## config.mk

```make
export PLATFORM = sky130hd
export DESIGN_NAME = aecr_readout
export DESIGN_NICKNAME = d
export VERILOG_FILES = /design/src/hdl/aecr_pkg.sv /design/src/hdl/aecr_readout.sv
export SDC_FILE = /design/constraint.sdc
export NUM_CORES = 1
export LEC_CHECK = 0
export ABC_AREA = 1
export BUFFER_PORTS_ARGS = -buffer_cell sky130_fd_sc_hd__buf_2
export CORE_ASPECT_RATIO = 0.8
export CORE_MARGIN = 2
export CORE_UTILIZATION = 56
export DETAILED_ROUTE_END_ITERATION = 7
export PLACE_DENSITY = 0.78
export SLEW_MARGIN = 40
export SYNTH_ARGS = -nofsm -noshare
export SYNTH_HDL_FRONTEND = slang
export SYNTH_SLANG_ARGS = --single-unit
```

## constraint.sdc

```tcl
create_clock -name core_clk -period 2.67 [get_ports core_clk]
set_input_delay 0.4005 -clock core_clk [delete_from_list [all_inputs] [get_ports core_clk]]
set_output_delay 0.4005 -clock core_clk [all_outputs]
set_load 0.03 [all_outputs]
```

## src/hdl/aecr_pkg.sv

```systemverilog
package aecr_pkg;

    // Timing of the conversion phase, figures in ns, counted on core_clk
    localparam int CLK_PERIOD_NS     = 100;
    localparam int MSB_READY_NS      = 1000;
    localparam int READ_DEADLINE_NS  = 300;

    // Least time rounds up, longest time rounds down, never below one cycle
    localparam int MSB_READY_CYC     = (MSB_READY_NS + CLK_PERIOD_NS - 1) / CLK_PERIOD_NS;
    localparam int READ_DEADLINE_RAW = READ_DEADLINE_NS / CLK_PERIOD_NS;
    localparam int READ_DEADLINE_CYC = (READ_DEADLINE_RAW < 1) ? 1 : READ_DEADLINE_RAW;

    localparam int WORD_BITS         = 16;
    localparam int FIFO_DEPTH        = 16;
    localparam int CNT_W             = 8;
    localparam int BITS_W            = 5;

    localparam logic [CNT_W-1:0]     CNT_RESET  = 8'h00;
    localparam logic [BITS_W-1:0]    BITS_RESET = 5'h00;

    typedef enum logic [1:0] {
        AECR_POWER_DOWN,
        AECR_REF_EXT_DIRECT,
        AECR_REF_EXT_BUFFERED,
        AECR_REF_INTERNAL
    } aecr_ref_mode_t;

endpackage

```

## src/hdl/aecr_readout.sv

```systemverilog
// What this block does
// - Select pins pick internal, 1.2 V or 4.096 V reference
// - Both select pins low means power-down
// - Strobes accepted right after leaving power-down
// - Conversion starts on strobe rising edge, LVDS or CMOS
// - Echo clock is buffered copy of read clock
// - Data changes on echo falling edge, host samples rising
// - Strobes ignored until conversion phase ends
// - Data and echo held low deadline to MSB-ready
// - Result shifted MSB first, two's complement
// - Echo pin tied low selects self-clocked mode
`timescale 1ns/1ps

module aecr_fifo #(
    parameter int WIDTH = 16,
    parameter int DEPTH = 16
) (
    input  wire logic             core_clk,  // System clock
    input  wire logic             rst_n,     // Asynchronous reset
    input  wire logic             in_valid,  // Write request
    output logic                  in_ready,  // Room for a word
    input  wire logic [WIDTH-1:0] in_data,   // Word written
    output logic                  out_valid, // Word available
    input  wire logic             out_ready, // Reader takes word
    output logic      [WIDTH-1:0] out_data   // Oldest word
);
    localparam int PW = $clog2(DEPTH);

    logic [WIDTH-1:0] mem [DEPTH];
    logic [PW-1:0]    wr_ptr;
    logic [PW-1:0]    rd_ptr;
    logic [PW:0]      count;
    logic             push;
    logic             pop;

    assign in_ready  = (count != (PW+1)'(DEPTH));
    assign out_valid = (count != '0);
    assign push      = in_valid && in_ready;
    assign pop       = out_valid && out_ready;
    assign out_data  = mem[rd_ptr];

    always_ff @(posedge core_clk) begin
        if (push) begin
            mem[wr_ptr] <= in_data;
        end
    end

    always_ff @(posedge core_clk or negedge rst_n) begin
        if (!rst_n) begin
            wr_ptr <= '0;
            rd_ptr <= '0;
            count  <= '0;
        end else begin
            if (push) begin
                wr_ptr <= (wr_ptr == PW'(DEPTH - 1)) ? '0 : wr_ptr + 1'b1;
            end
            if (pop) begin
                rd_ptr <= (rd_ptr == PW'(DEPTH - 1)) ? '0 : rd_ptr + 1'b1;
            end
            count <= count + (PW+1)'(push) - (PW+1)'(pop);
        end
    end
endmodule

module aecr_readout
    import aecr_pkg::*;
#(
    parameter int WIDTH = WORD_BITS,
    parameter int DEPTH = FIFO_DEPTH
) (
    input  wire logic             core_clk,         // 10 MHz clock
    input  wire logic             rst_n,            // Asynchronous reset
    input  wire logic             ref_select_hi,    // Reference select, upper pin
    input  wire logic             ref_select_lo,    // Reference select, lower pin
    input  wire logic             convert_strobe_p, // Strobe, positive or CMOS pin
    input  wire logic             convert_strobe_n, // Strobe, negative pin
    input  wire logic             strobe_lvds,      // High: strobe is a differential pair
    input  wire logic             echo_pin_strap,   // Low: echo pin tied to ground
    input  wire logic             read_clk,         // Host read clock
    input  wire logic [WIDTH-1:0] conv_code,        // Code from converter core
    output logic                  serial_data,      // Serial result
    output logic                  echo_clock,       // Echoed read clock
    output aecr_ref_mode_t        ref_mode,         // Decoded reference mode
    output logic                  power_down,       // Converter powered down
    output logic                  self_clocked,     // Echo readout disabled
    output logic                  converting,       // Conversion phase running
    output logic                  result_dropped    // Pulse: word lost to full buffer
);
    logic [1:0]       sel_hi_sync;
    logic [1:0]       sel_lo_sync;
    logic [1:0]       stb_p_sync;
    logic [1:0]       stb_n_sync;
    logic [1:0]       rclk_sync;
    logic [1:0]       strap_sync;
    logic [1:0]       lvds_sync;
    logic             rclk_prev;
    logic             stb_prev;
    logic             stb_level;
    logic             stb_rise;
    logic             rclk_fall;
    logic [CNT_W-1:0] conv_cnt;
    logic             conv_last;
    logic             blank;
    logic             fifo_in_ready;
    logic             fifo_out_valid;
    logic [WIDTH-1:0] fifo_out_data;
    logic             load;
    logic [WIDTH-1:0] shreg;
    logic [BITS_W-1:0] bits_left;

    always_ff @(posedge core_clk or negedge rst_n) begin
        if (!rst_n) begin
            sel_hi_sync <= 2'h0;
            sel_lo_sync <= 2'h0;
            stb_p_sync  <= 2'h0;
            stb_n_sync  <= 2'h0;
            rclk_sync   <= 2'h0;
            strap_sync  <= 2'h0;
            lvds_sync   <= 2'h0;
        end else begin
            sel_hi_sync <= {sel_hi_sync[0], ref_select_hi};
            sel_lo_sync <= {sel_lo_sync[0], ref_select_lo};
            stb_p_sync  <= {stb_p_sync[0], convert_strobe_p};
            stb_n_sync  <= {stb_n_sync[0], convert_strobe_n};
            rclk_sync   <= {rclk_sync[0], read_clk};
            strap_sync  <= {strap_sync[0], echo_pin_strap};
            lvds_sync   <= {lvds_sync[0], strobe_lvds};
        end
    end

    always_ff @(posedge core_clk or negedge rst_n) begin
        if (!rst_n) begin
            ref_mode     <= AECR_POWER_DOWN;
            power_down   <= 1'b1;
            self_clocked <= 1'b1;
        end else begin
            unique case ({sel_hi_sync[1], sel_lo_sync[1]})
                2'b11:   ref_mode <= AECR_REF_INTERNAL;
                2'b01:   ref_mode <= AECR_REF_EXT_BUFFERED;
                2'b10:   ref_mode <= AECR_REF_EXT_DIRECT;
                2'b00:   ref_mode <= AECR_POWER_DOWN;
            endcase
            power_down   <= !sel_hi_sync[1] && !sel_lo_sync[1];
            self_clocked <= !strap_sync[1];
        end
    end

    // Pair level only counts when the halves disagree; a CMOS strobe uses the positive pin
    assign stb_level = lvds_sync[1] ? (stb_p_sync[1] && !stb_n_sync[1]) : stb_p_sync[1];
    assign stb_rise  = stb_level && !stb_prev;
    assign rclk_fall = rclk_prev && !rclk_sync[1];
    assign conv_last = (conv_cnt == CNT_W'(MSB_READY_CYC - 1));
    assign blank     = converting && (conv_cnt >= CNT_W'(READ_DEADLINE_CYC));

    always_ff @(posedge core_clk or negedge rst_n) begin
        if (!rst_n) begin
            stb_prev  <= 1'b0;
            rclk_prev <= 1'b0;
        end else begin
            stb_prev  <= stb_level;
            rclk_prev <= rclk_sync[1];
        end
    end

    // No wake-up lockout: the host owns settling time, results come at once
    always_ff @(posedge core_clk or negedge rst_n) begin
        if (!rst_n) begin
            converting <= 1'b0;
            conv_cnt   <= CNT_RESET;
        end else if (converting) begin
            if (conv_last) begin
                converting <= 1'b0;
                conv_cnt   <= CNT_RESET;
            end else begin
                conv_cnt <= conv_cnt + 1'b1;
            end
        end else if (stb_rise && !power_down) begin
            converting <= 1'b1;
            conv_cnt   <= CNT_RESET;
        end
    end

    always_ff @(posedge core_clk or negedge rst_n) begin
        if (!rst_n) begin
            result_dropped <= 1'b0;
        end else begin
            result_dropped <= converting && conv_last && !fifo_in_ready;
        end
    end

    aecr_fifo #(
        .WIDTH (WIDTH),
        .DEPTH (DEPTH)
    ) u_fifo (
        .core_clk  (core_clk),
        .rst_n     (rst_n),
        .in_valid  (converting && conv_last),
        .in_ready  (fifo_in_ready),
        .in_data   (conv_code),
        .out_valid (fifo_out_valid),
        .out_ready (load),
        .out_data  (fifo_out_data)
    );

    // New word enters the shifter only between bursts and outside the blank window;
    // while self-clocked the words stay buffered instead of being popped and lost
    assign load = fifo_out_valid && (bits_left == BITS_RESET) && !blank && !converting && !self_clocked;

    always_ff @(posedge core_clk or negedge rst_n) begin
        if (!rst_n) begin
            shreg       <= '0;
            bits_left   <= BITS_RESET;
            serial_data <= 1'b0;
            echo_clock  <= 1'b0;
        end else if (self_clocked) begin
            bits_left   <= BITS_RESET;
            serial_data <= 1'b0;
            echo_clock  <= 1'b0;
        end else if (blank) begin
            bits_left   <= BITS_RESET;
            serial_data <= 1'b0;
            echo_clock  <= 1'b0;
        end else begin
            echo_clock <= rclk_sync[1];
            if (load) begin
                shreg       <= fifo_out_data;
                bits_left   <= BITS_W'(WIDTH);
                serial_data <= fifo_out_data[WIDTH-1];
            end else if (rclk_fall && bits_left != BITS_RESET) begin
                shreg       <= {shreg[WIDTH-2:0], 1'b0};
                bits_left   <= bits_left - 1'b1;
                serial_data <= (bits_left > 5'h01) ? shreg[WIDTH-2] : 1'b0;
            end
        end
    end

    // Helper for the phase length check: cycles spent in the current phase
    logic [CNT_W-1:0] phase_len;

    always_ff @(posedge core_clk or negedge rst_n) begin
        if (!rst_n) begin
            phase_len <= CNT_RESET;
        end else if (converting) begin
            phase_len <= phase_len + 1'b1;
        end else begin
            phase_len <= CNT_RESET;
        end
    end
endmodule

```

# Word level (Yosys, flattened, before mapping)
# Memories as Yosys holds them, arrays and structs flattened.
# Cells that the tools add are included.
dict set report totals {
  in_bits 25
  ram_bits 256
  elab_cells 99
  output_inout_bits 8
  mem_count 1
  regBits 65
}
dict set report classes {
  muxes 25
  n_reduce_logical 34
  add_sub_neg 6
  bitwise_logic 2
  n_eq_ne 7
  magnitude_cmp 2
}
# memory depth width read_ports rd_clocked_by_memory_dff write_ports line_no
set memory_table {}
lappend memory_table {u_fifo.mem 16 16 1 0 1 aecr_readout.sv:29} ;# logic [WIDTH-1:0] mem [DEPTH];
# op n
set ops {}
lappend ops {{$mux W15} 2}
lappend ops {{$mux W8} 3}
lappend ops {{$mux W5} 4}
lappend ops {{$logic_and A1 B1 Y1} 15}
lappend ops {{$mux W1} 13}
lappend ops {{$logic_not A1 Y1} 11}
lappend ops {{$reduce_bool A5 Y1} 2}
lappend ops {{$add A4 B1 Y4 const B} 2}
lappend ops {{$add A8 B1 Y8 const B} 1}
lappend ops {{$eq A4 B4 Y1 const B} 2}
lappend ops {{$eq A8 B4 Y1 const B} 1}
lappend ops {{$ge A8 B2 Y1 const B} 1}
lappend ops {{$mux W4} 2}
lappend ops {{$pmux W2 S4} 1}
lappend ops {{$add A5 B1 Y5} 1}
lappend ops {{$gt A5 B1 Y1 const B} 1}
lappend ops {{$logic_not A5 Y1} 1}
lappend ops {{$ne A5 B5 Y1 const B} 1}
lappend ops {{$sub A5 B1 Y5} 1}
lappend ops {{$sub A5 B1 Y5 const B} 1}
lappend ops {{$eq A2 B2 Y1 const B} 2}
lappend ops {{$reduce_bool A2 Y1} 2}
lappend ops {{$reduce_bool A4 Y1} 1}
lappend ops {{$reduce_and A3 Y1} 1}
lappend ops {{other kinds (3)} 4}

# Logic depth before layout (Yosys ltp)
# Gate-level depths: netlist of the first run.
dict set report logic_depth {
  ltp_word 9
  depth_mapped 15
  depth_no_buf 14
}

# By module
# A second synthesis of the first run with hierarchy kept.
dict set report hier_totals {
  cells_unflattened 1479
  area_unflattened_um2 14322.5
}
# mod instances cells_each area_each_um2
set by_module_without_submodules {}
lappend by_module_without_submodules {aecr_fifo 1 1204 12014.0}
lappend by_module_without_submodules {aecr_readout 1 275 2308.5}

# Least setup slack after synthesis of the first run
# No wires, ideal clock.
dict set report synth_path {
  path_type {register to register}
  start {register self_clocked}
  end {register u_fifo.count[4]}
  n_path_buf 1
  synth_period_minus_slack_ns 2.558
  setup_slack_ns 0.112
  setup_time_ns 0.079
  stages_incl_launch_ff 15
  arrival_ns 2.479
  path_cell_list {dfstp_2 > nor2_1 > inv_2 > nor2_4 > nand2_4 > clkinv_2 > buf_2 > ha_1 > inv_1 > ha_1 > fa_1 > a21oi_1 > nor2_1 > nor2_1 > xor2_1}
}
dict set report synth_via {
  elab_chain_len 4
}
# element line_no
set synth_rtl {}
lappend synth_rtl {{from (decl)} aecr_readout.sv:85} ;# output logic self_clocked,
lappend synth_rtl {{from (signal assigned)} aecr_readout.sv:144} ;# self_clocked <= !strap_sync[1];
lappend synth_rtl {{$logic_not A1 Y1} aecr_readout.sv:207} ;# assign load = fifo_out_valid && (bits_left == BITS_RESET) && !blank && !converting && !self_clocked;
lappend synth_rtl {{$logic_and A1 B1 Y1} aecr_readout.sv:207}
lappend synth_rtl {{$logic_and A1 B1 Y1} aecr_readout.sv:39} ;# assign pop = out_valid && out_ready;
lappend synth_rtl {{via u_fifo.pop} aecr_readout.sv:34} ;# logic pop;
lappend synth_rtl {{$sub A5 B1 Y5} aecr_readout.sv:60} ;# count <= count + (PW+1)'(push) - (PW+1)'(pop);
lappend synth_rtl {{to (signal assigned)} aecr_readout.sv:60}
lappend synth_rtl {{to (decl)} aecr_readout.sv:32} ;# logic [PW:0] count;
# The timed path passes the listed nets, and every way through them passes these cells.
# A chain may end at the register's enable or synchronous reset.

# Worst setup path in the final report of the first run
dict set report layout_path {
  start {register u_fifo.count[2]}
  end {register u_fifo.count[4]}
}
dict set report layout_via {
  elab_chain_len 7
  word_cells_on_any_way 10
  classes_between {add/sub (2); eq/ne (1); reduce/logical (7)}
}
# element line_no
set layout_rtl {}
lappend layout_rtl {{parallel branches: the longest is 6 deep, another holds $add A5 B1 Y5} --}
lappend layout_rtl {{$sub A5 B1 Y5 *} aecr_readout.sv:60}
# Mark *: on every way between the ends.

==> impl_metrics.csv, run 1 <==
group,metric,value,unit
critical_path,r2r.worst_path.cells,13,
power_and_ir_drop,p_leak,6.588,nW
global_route,gr-total-overflow,0,
yosys,seq_area_frac_synth,67.29,%
critical_path,path_cells,"inv_1, ha_1, nand4_1, nand2_4, clkinv_2, ha_1, inv_1, ha_1, fa_2, a21oi_1, nor2_1, nor2_1, xor2_1",
clock_tree,tritoncts,"built",
critical_path,critPathCaptureType,"flop",
detailed_routing,first_pass_iters,8,
die,num_rows,51,
detailed_routing,vias,9403,
power_and_ir_drop,peakVddDrop,502.9,uV
detailed_routing,wl_met1,12980,microns
critical_path,path_max_fanout,6,
yosys,yosys_register_bits,321,
timing,final-hold-violation-count,0,
die,floorplan.die.height,144.6,microns
detailed_routing,drt.antenna.violating_nets,0,
die,io_pins,33,
clock_tree,root_buffer,"clkbuf_16",
timing,setup_ws,169.7,ps
timing,slew_headroom,51.85,%
yosys,syn_area,0.01384,sq mm
detailed_routing,drtIter0Drc,1154,
critical_path,max_stage_delay,390,ps
timing,hold_slack,222.0,ps
placed_design,placed_cells,1652,
detailed_routing,route.met2.wl,14870,microns
die,core_region_area,0.02431,sq mm
timing,fin_crit_sh,93.65,%
critical_path,critPathTopFamily,"adder cells",
layout,n_antenna_cell,0,
critical_path,r2r_start,"u_fifo.count[2]",
critical_path,critPathSlowestCell,"fa_2",
timing,drv_slew,0,
clock_tree,clock_sinks,321,
global_route,grt_pass1_vias,9091,
clock_tree,cts_buffer_depth,3,
yosys,syn_nets,1369,
clock_tree,htreeDepth,1,
critical_path,crit_type,"flop to flop",
layout,fin_nets,1417,
clock_tree,clk_latency,570,ps
global_route,grt_max_degree,133,
yosys,synth.avg_cell_area,10.43,sq um
clock_tree,cts.clk_slew.worst_paths,70,ps
timing,worstMarginPinSlew,717.9,ps
placed_design,post_dp_cell_area,0.01444,sq mm
job,maxCapViolations,0,
die,die_w,179.8,microns
detailed_routing,route.detailed.wl_per_inst,18.27,microns
worst_hold_path,whs_path_depth,1,
die,start_util,56.95,%
global_route,grt_util_all_layers,24.50,%
timing,fmax,0.3999,GHz
detailed_routing,met3RoutedLength,2624,microns
critical_path,crit_arrival,2990,ps
detailed_routing,wl,31350,microns
critical_path,cp.required,3160,ps
yosys,async_flop_share,20.25,%
timing,layout_min_cycle_time,2500,ps
placed_design,io_buffer_count,32,
worst_hold_path,hold_class,"primary input to flop",
layout,finalNonFillerCells,1716,
yosys,synth_edf_count,256,
layout,area_growth_syn_to_layout,11.82,%
global_route,grt_pass1_wl,49470,microns
timing,tns,0,ps
worst_hold_path,worstHoldStart,"conv_code[15]",
critical_path,reg2reg_slack,170,ps
detailed_routing,post-route-drc-count,0,
critical_path,cp_common_cell,"ha_1",
placed_design,gp_congestion,0.8478,
global_route,antenna_found_initial,0,
critical_path,cp_num_buf_inv,3,
die,die_area,0.02600,sq mm
power_and_ir_drop,power_density,907.9,mW/mm^2
clock_tree,cts_inserted_buffers,30,
critical_path,timing.rr.end,"u_fifo.count[4]",
run_status,status,"finished, final reports clean",
timing,fin_skew,25.97,ps
yosys,synth.distinct_cells,39,
placed_design,post-place-ws,134.5,ps
timing,setup-violations-final,0,
placed_design,hpwl,19330,microns
critical_path,startpoint_type,"flop",
yosys,synth-warning-count,0,
yosys,ys.flop_type,"edfxtp_1",
yosys,synth_cells,1327,
detailed_routing,top_layer,"met4",
layout,finish.instance_area,0.01548,sq mm
worst_hold_path,holdPathEnd,"u_fifo.mem[9][15]",
detailed_routing,vias_per_cell,5.480,
layout,final_layout_size_suffix_gt1_share,11.59,%
worst register-to-register path, stage by stage (launching register included):
cell	delay (ps)
dfrtp_1	380
inv_1	90
ha_1	160
nand4_1	150
nand2_4	140
clkinv_2	60
ha_1	270
inv_1	40
ha_1	220
fa_2	390
a21oi_1	170
nor2_1	60
nor2_1	130
xor2_1	170
through the flow:
step	power (mW)	utilization (%)
final	14.06	63.68
after global routing	14.78	63.68
after CTS	14.08	63.63
after detailed placement	9.932	59.39
after global placement	9.807	59.39
after floorplan	8.759	-
area by class of cell:
class                   count  area (sq um)
clock buffers              37         777.0
clock inverters            18         171.4
well taps                 318         397.9
inverters                 163         614.3
repair buffers             77         583.1
multi-input cells         782          3616
fillers                  1800          8831
flip-flops and latches    321          9321
metal layers:
| metal | vias to the layer above | track usage (%) |
|---|---|---|
| met5 | - | 0 |
| met4 | 0 | 7.745 |
| met3 | 69 | 3.450 |
| met2 | 419 | 40.90 |
| met1 | 4508 | 33.81 |
| li1 | 4407 | - |
power by group:
part / internal (mW) / total (mW) / switching [mW]
clock: 2.35 / 4.13 / 1.79
combinational: 1.22 / 4.05 / 2.83
sequential: 5.68 / 5.87 / 0.193
cell usage after synthesis (11+ instances only):
master	instances	area, sq um
nor2_1	65	244.0
clkbuf_1	21	78.83
ha_1	16	200.2
edfxtp_1	256	7687
buf_2	24	120.1
inv_1	152	570.6
dfrtp_1	63	1577
nand3_2	12	120.1
nand2_1	446	1674
o21ai_0	15	75.07
nand3_1	183	915.9
xor2_1	11	96.34
worst max-delay path by stage:
stage	from	endpoint	depth (start not counted)
after floorplan	self_clocked	u_fifo.count[4]	14
after global placement	u_fifo.count[2]	u_fifo.count[4]	13
after detailed placement	u_fifo.count[2]	u_fifo.count[4]	13
after CTS	u_fifo.count[2]	u_fifo.count[4]	13
after global routing	bits_left[0]	u_fifo.count[4]	14
final	u_fifo.count[2]	u_fifo.count[4]	13
timing repair:
| action | in CTS | in global routing |
|---|---|---|
| hold endpoints to repair | 34 | 0 |
| endpoints found under the setup margin | 0 | 1 |
| hold buffers | 8 | 0 |
| resized for setup | 0 | 1 |
| buffers inserted | 0 | 1 |
cells by family after synthesis:
group	synth area share (%)
AOI/OAI and AO/OA	1.229
xor gates and xnor gates	0.6959
adders and majority gates	1.591
buffers and inverters	6.878
DFF	67.29
and+or+nand+nor	22.31
placed cells by master (no fill, tap or decap), types with 7 or more instances in the layout:
cell type	instances
nand2_1	446
clkbuf_16	30
inv_2	7
nand3_1	183
nor2_1	50
nand3_2	12
buf_4	33
o21ai_0	15
buf_2	31
ha_1	16
nor2_2	17
clkinv_2	9
dfrtp_1	61
clkinv_1	8
xor2_1	11
edfxtp_1	256
inv_1	152
dlygate4sd3_1	8
clkbuf_1	7
sequential cells by signal, indices dropped and copies added, names as in the netlist, 4 cells and up:
| name | flops |
|---|---|
| u_fifo.wr_ptr | 4 |
| bits_left | 5 |
| shreg | 15 |
| conv_cnt | 8 |
| u_fifo.count | 5 |
| u_fifo.rd_ptr | 4 |
| u_fifo.mem | 256 |
(Power assumes the default switching activity.)
==> inputs of run 2 (changes only) <==
==> constraint.sdc (replaced) <==
create_clock -name core_clk -period 2.67 [get_ports core_clk]
set_input_delay 0.4005 -clock core_clk [delete_from_list [all_inputs] [get_ports core_clk]]
set_output_delay 0.4005 -clock core_clk [all_outputs]
set_load 0.1 [all_outputs]
==> run 2 against run 1 <==
Compared with the run above:
- cell area rose by 0.30%
- highest routed layer unchanged
- clock skew fell by 5.5 ps
- sequential share of layout area fell by 0.15 points
- register-to-register slack improved by 20 ps
==> impl_metrics.csv, run 2 (same netlist as run 1, synthesis figures left out) <==
group,metric,value,unit
run_status,status,"finished, final reports clean",
layout,fin_nets,1416,
clock_tree,cts.clk_slew.worst_paths,70,ps
global_route,grt_pass1_wl,47750,microns
timing,fmax,0.4032,GHz
layout,top_register,"u_fifo.mem",
die,num_rows,51,
placed_design,gp_congestion,0.8068,
timing,fin_skew,20.51,ps
die,die_w,179.8,microns
critical_path,cp.required,3140,ps
clock_tree,clk_latency,570,ps
global_route,grt_util_all_layers,23.67,%
die,core_region_area,0.02431,sq mm
critical_path,critPathCaptureType,"flop",
layout,multi_input_area,0.003622,sq mm
timing,slew_headroom,53.50,%
critical_path,crit_end,"u_fifo.count[4]",
layout,fillers,1810,
placed_design,post-place-ws,177.7,ps
global_route,grt_max_degree,133,
timing,drv_slew,0,
layout,fin_util,63.87,%
layout,final_common_cell,"nand2_1",
clock_tree,clock_sinks,321,
power_and_ir_drop,power_density,904.0,mW/mm^2
job,maxCapViolations,0,
timing,layout_min_cycle_time,2480,ps
clock_tree,cts_inserted_buffers,31,
critical_path,startpoint_type,"flop",
detailed_routing,vias,9337,
global_route,grt_pass1_vias,9084,
clock_tree,htreeDepth,1,
detailed_routing,post-route-drc-count,0,
die,start_util,56.95,%
global_route,gr-total-overflow,0,
critical_path,path_max_fanout,2,
clock_tree,tritoncts,"built",
critical_path,reg2reg_slack,190,ps
critical_path,r2r_start,"u_fifo.count[2]",
timing,final-hold-violation-count,0,
worst_hold_path,hold_class,"primary input to flop",
layout,final_cell_mix,"nand2_1 (446), edfxtp_1 (256), nand3_1 (183)",
placed_design,hpwl,18280,microns
detailed_routing,wl,30420,microns
die,die_area,0.02600,sq mm
timing,setup-violations-final,0,
timing,worstMarginPinSlew,693.2,ps
detailed_routing,drtIter0Drc,1041,
detailed_routing,vias_per_cell,5.438,
clock_tree,root_buffer,"clkbuf_16",
detailed_routing,first_pass_iters,5,
critical_path,timing.rr.end,"u_fifo.count[4]",
layout,top_regs,"u_fifo.mem (256), shreg (15), conv_cnt (8)",
critical_path,crit_type,"flop to flop",
die,floorplan.die.height,144.6,microns
critical_path,crit_path_start,"u_fifo.count[2]",
layout,area_growth_syn_to_layout,12.16,%
layout,final_layout_size_suffix_gt1_share,11.80,%
power_and_ir_drop,peakVddDrop,715.2,uV
layout,final-seq-area,0.009326,sq mm
timing,setup_ws,190.1,ps
timing,fin_crit_sh,92.88,%
placed_design,io_buffer_count,32,
detailed_routing,drt.antenna.violating_nets,0,
power_and_ir_drop,p_leak,6.594,nW
timing,tns,0,ps
timing,rsz0062_at_grt,"false",
critical_path,crit_arrival,2950,ps
clock_tree,cts_buffer_depth,3,
critical_path,r2r.worst_path.cells,13,
global_route,antenna_found_initial,0,
die,io_pins,33,
layout,largest_reg_flops,256,
detailed_routing,route.detailed.wl_per_inst,17.72,microns
==> run 2: changes by cell type in the layout (fill, tap and decap cells not counted), moves of 2 or more <==
cell | previous run | this run
bufinv_16 | 3 | 1
buf_4 | 33 | 27
clkbuf_1 | 7 | 11
clkinv_2 | 9 | 7
buf_12 | 5 | 8
clkbuf_8 | 0 | 5
clkinv_1 | 8 | 5
==> run 2: power breakdown <==
| group | switching, mW | internal, mW | leakage (nW) |
|---|---|---|---|
| Combinational | 2.81 | 1.23 | 3.00 |
| Clock | 1.77 | 2.37 | 0.474 |
| Sequential | 0.187 | 5.68 | 3.12 |
==> run 2: how the worst min path moves through the flow <==
stage	start	endpoint	slack, ps	cells after the start
2_1_floorplan	rst_n	bits_left[0]	100	0
3_3_place_gp	sel_lo_sync[0]	sel_lo_sync[1]	330	0
3_5_place_dp	rclk_sync[0]	rclk_sync[1]	340	0
4_1_cts	conv_code[10]	u_fifo.mem[7][10]	220	1
5_1_grt	conv_code[6]	u_fifo.mem[7][6]	240	1
6_report	conv_code[6]	u_fifo.mem[7][6]	240	1
==> run 2: through the flow <==
stage	hold WS [ps]	total power [mW]	cell area, sq um	std cells
6_report	240.7	14.04	15530	1717
5_1_grt	238.0	14.77	15520	1716
4_1_cts	218.4	14.04	15510	1714
3_5_place_dp	335.6	9.909	14470	1649
3_3_place_gp	331.6	9.755	14470	1649
2_1_floorplan	104.9	8.830	13860	1327
==> run 2: area by class of cell <==
type / count / area share, %
Inverter: 163 / 3.956
Tap cell: 318 / 2.562
Antenna cell: 1 / 0.01612
Clock inverter: 10 / 0.4835
Multi-Input combinational cell: 782 / 23.33
Sequential cell: 321 / 60.06
Timing Repair Buffer: 75 / 3.884
Clock buffer: 47 / 5.705
==> run 2: worst max-delay path: stages, from the launching register on <==
cell	delay (ps)
dfrtp_1	390
inv_1	90
ha_1	170
nand4_1	160
nand2_4	100
clkinv_2	60
ha_1	280
inv_1	40
ha_1	230
fa_2	390
a21oi_2	150
nor2_1	50
nor2_1	120
xor2_1	170
==> run 2: layer usage <==
metal / track usage, % / wire length, microns / vias up
met5: 0 / 0 / -
met4: 8.472 / 765 / 0
met3: 2.946 / 2397 / 59
met2: 39.40 / 14780 / 399
met1: 32.65 / 12480 / 4467
li1: - / - / 4412
==> run 2: timing repair <==
| item | CTS | global route |
|---|---|---|
| hold endpoints to repair | 26 | 0 |
| endpoints found under the setup margin | 0 | 1 |
| hold buffers | 8 | 0 |
| gates resized for setup | 0 | 2 |
| setup buffers | 0 | 2 |
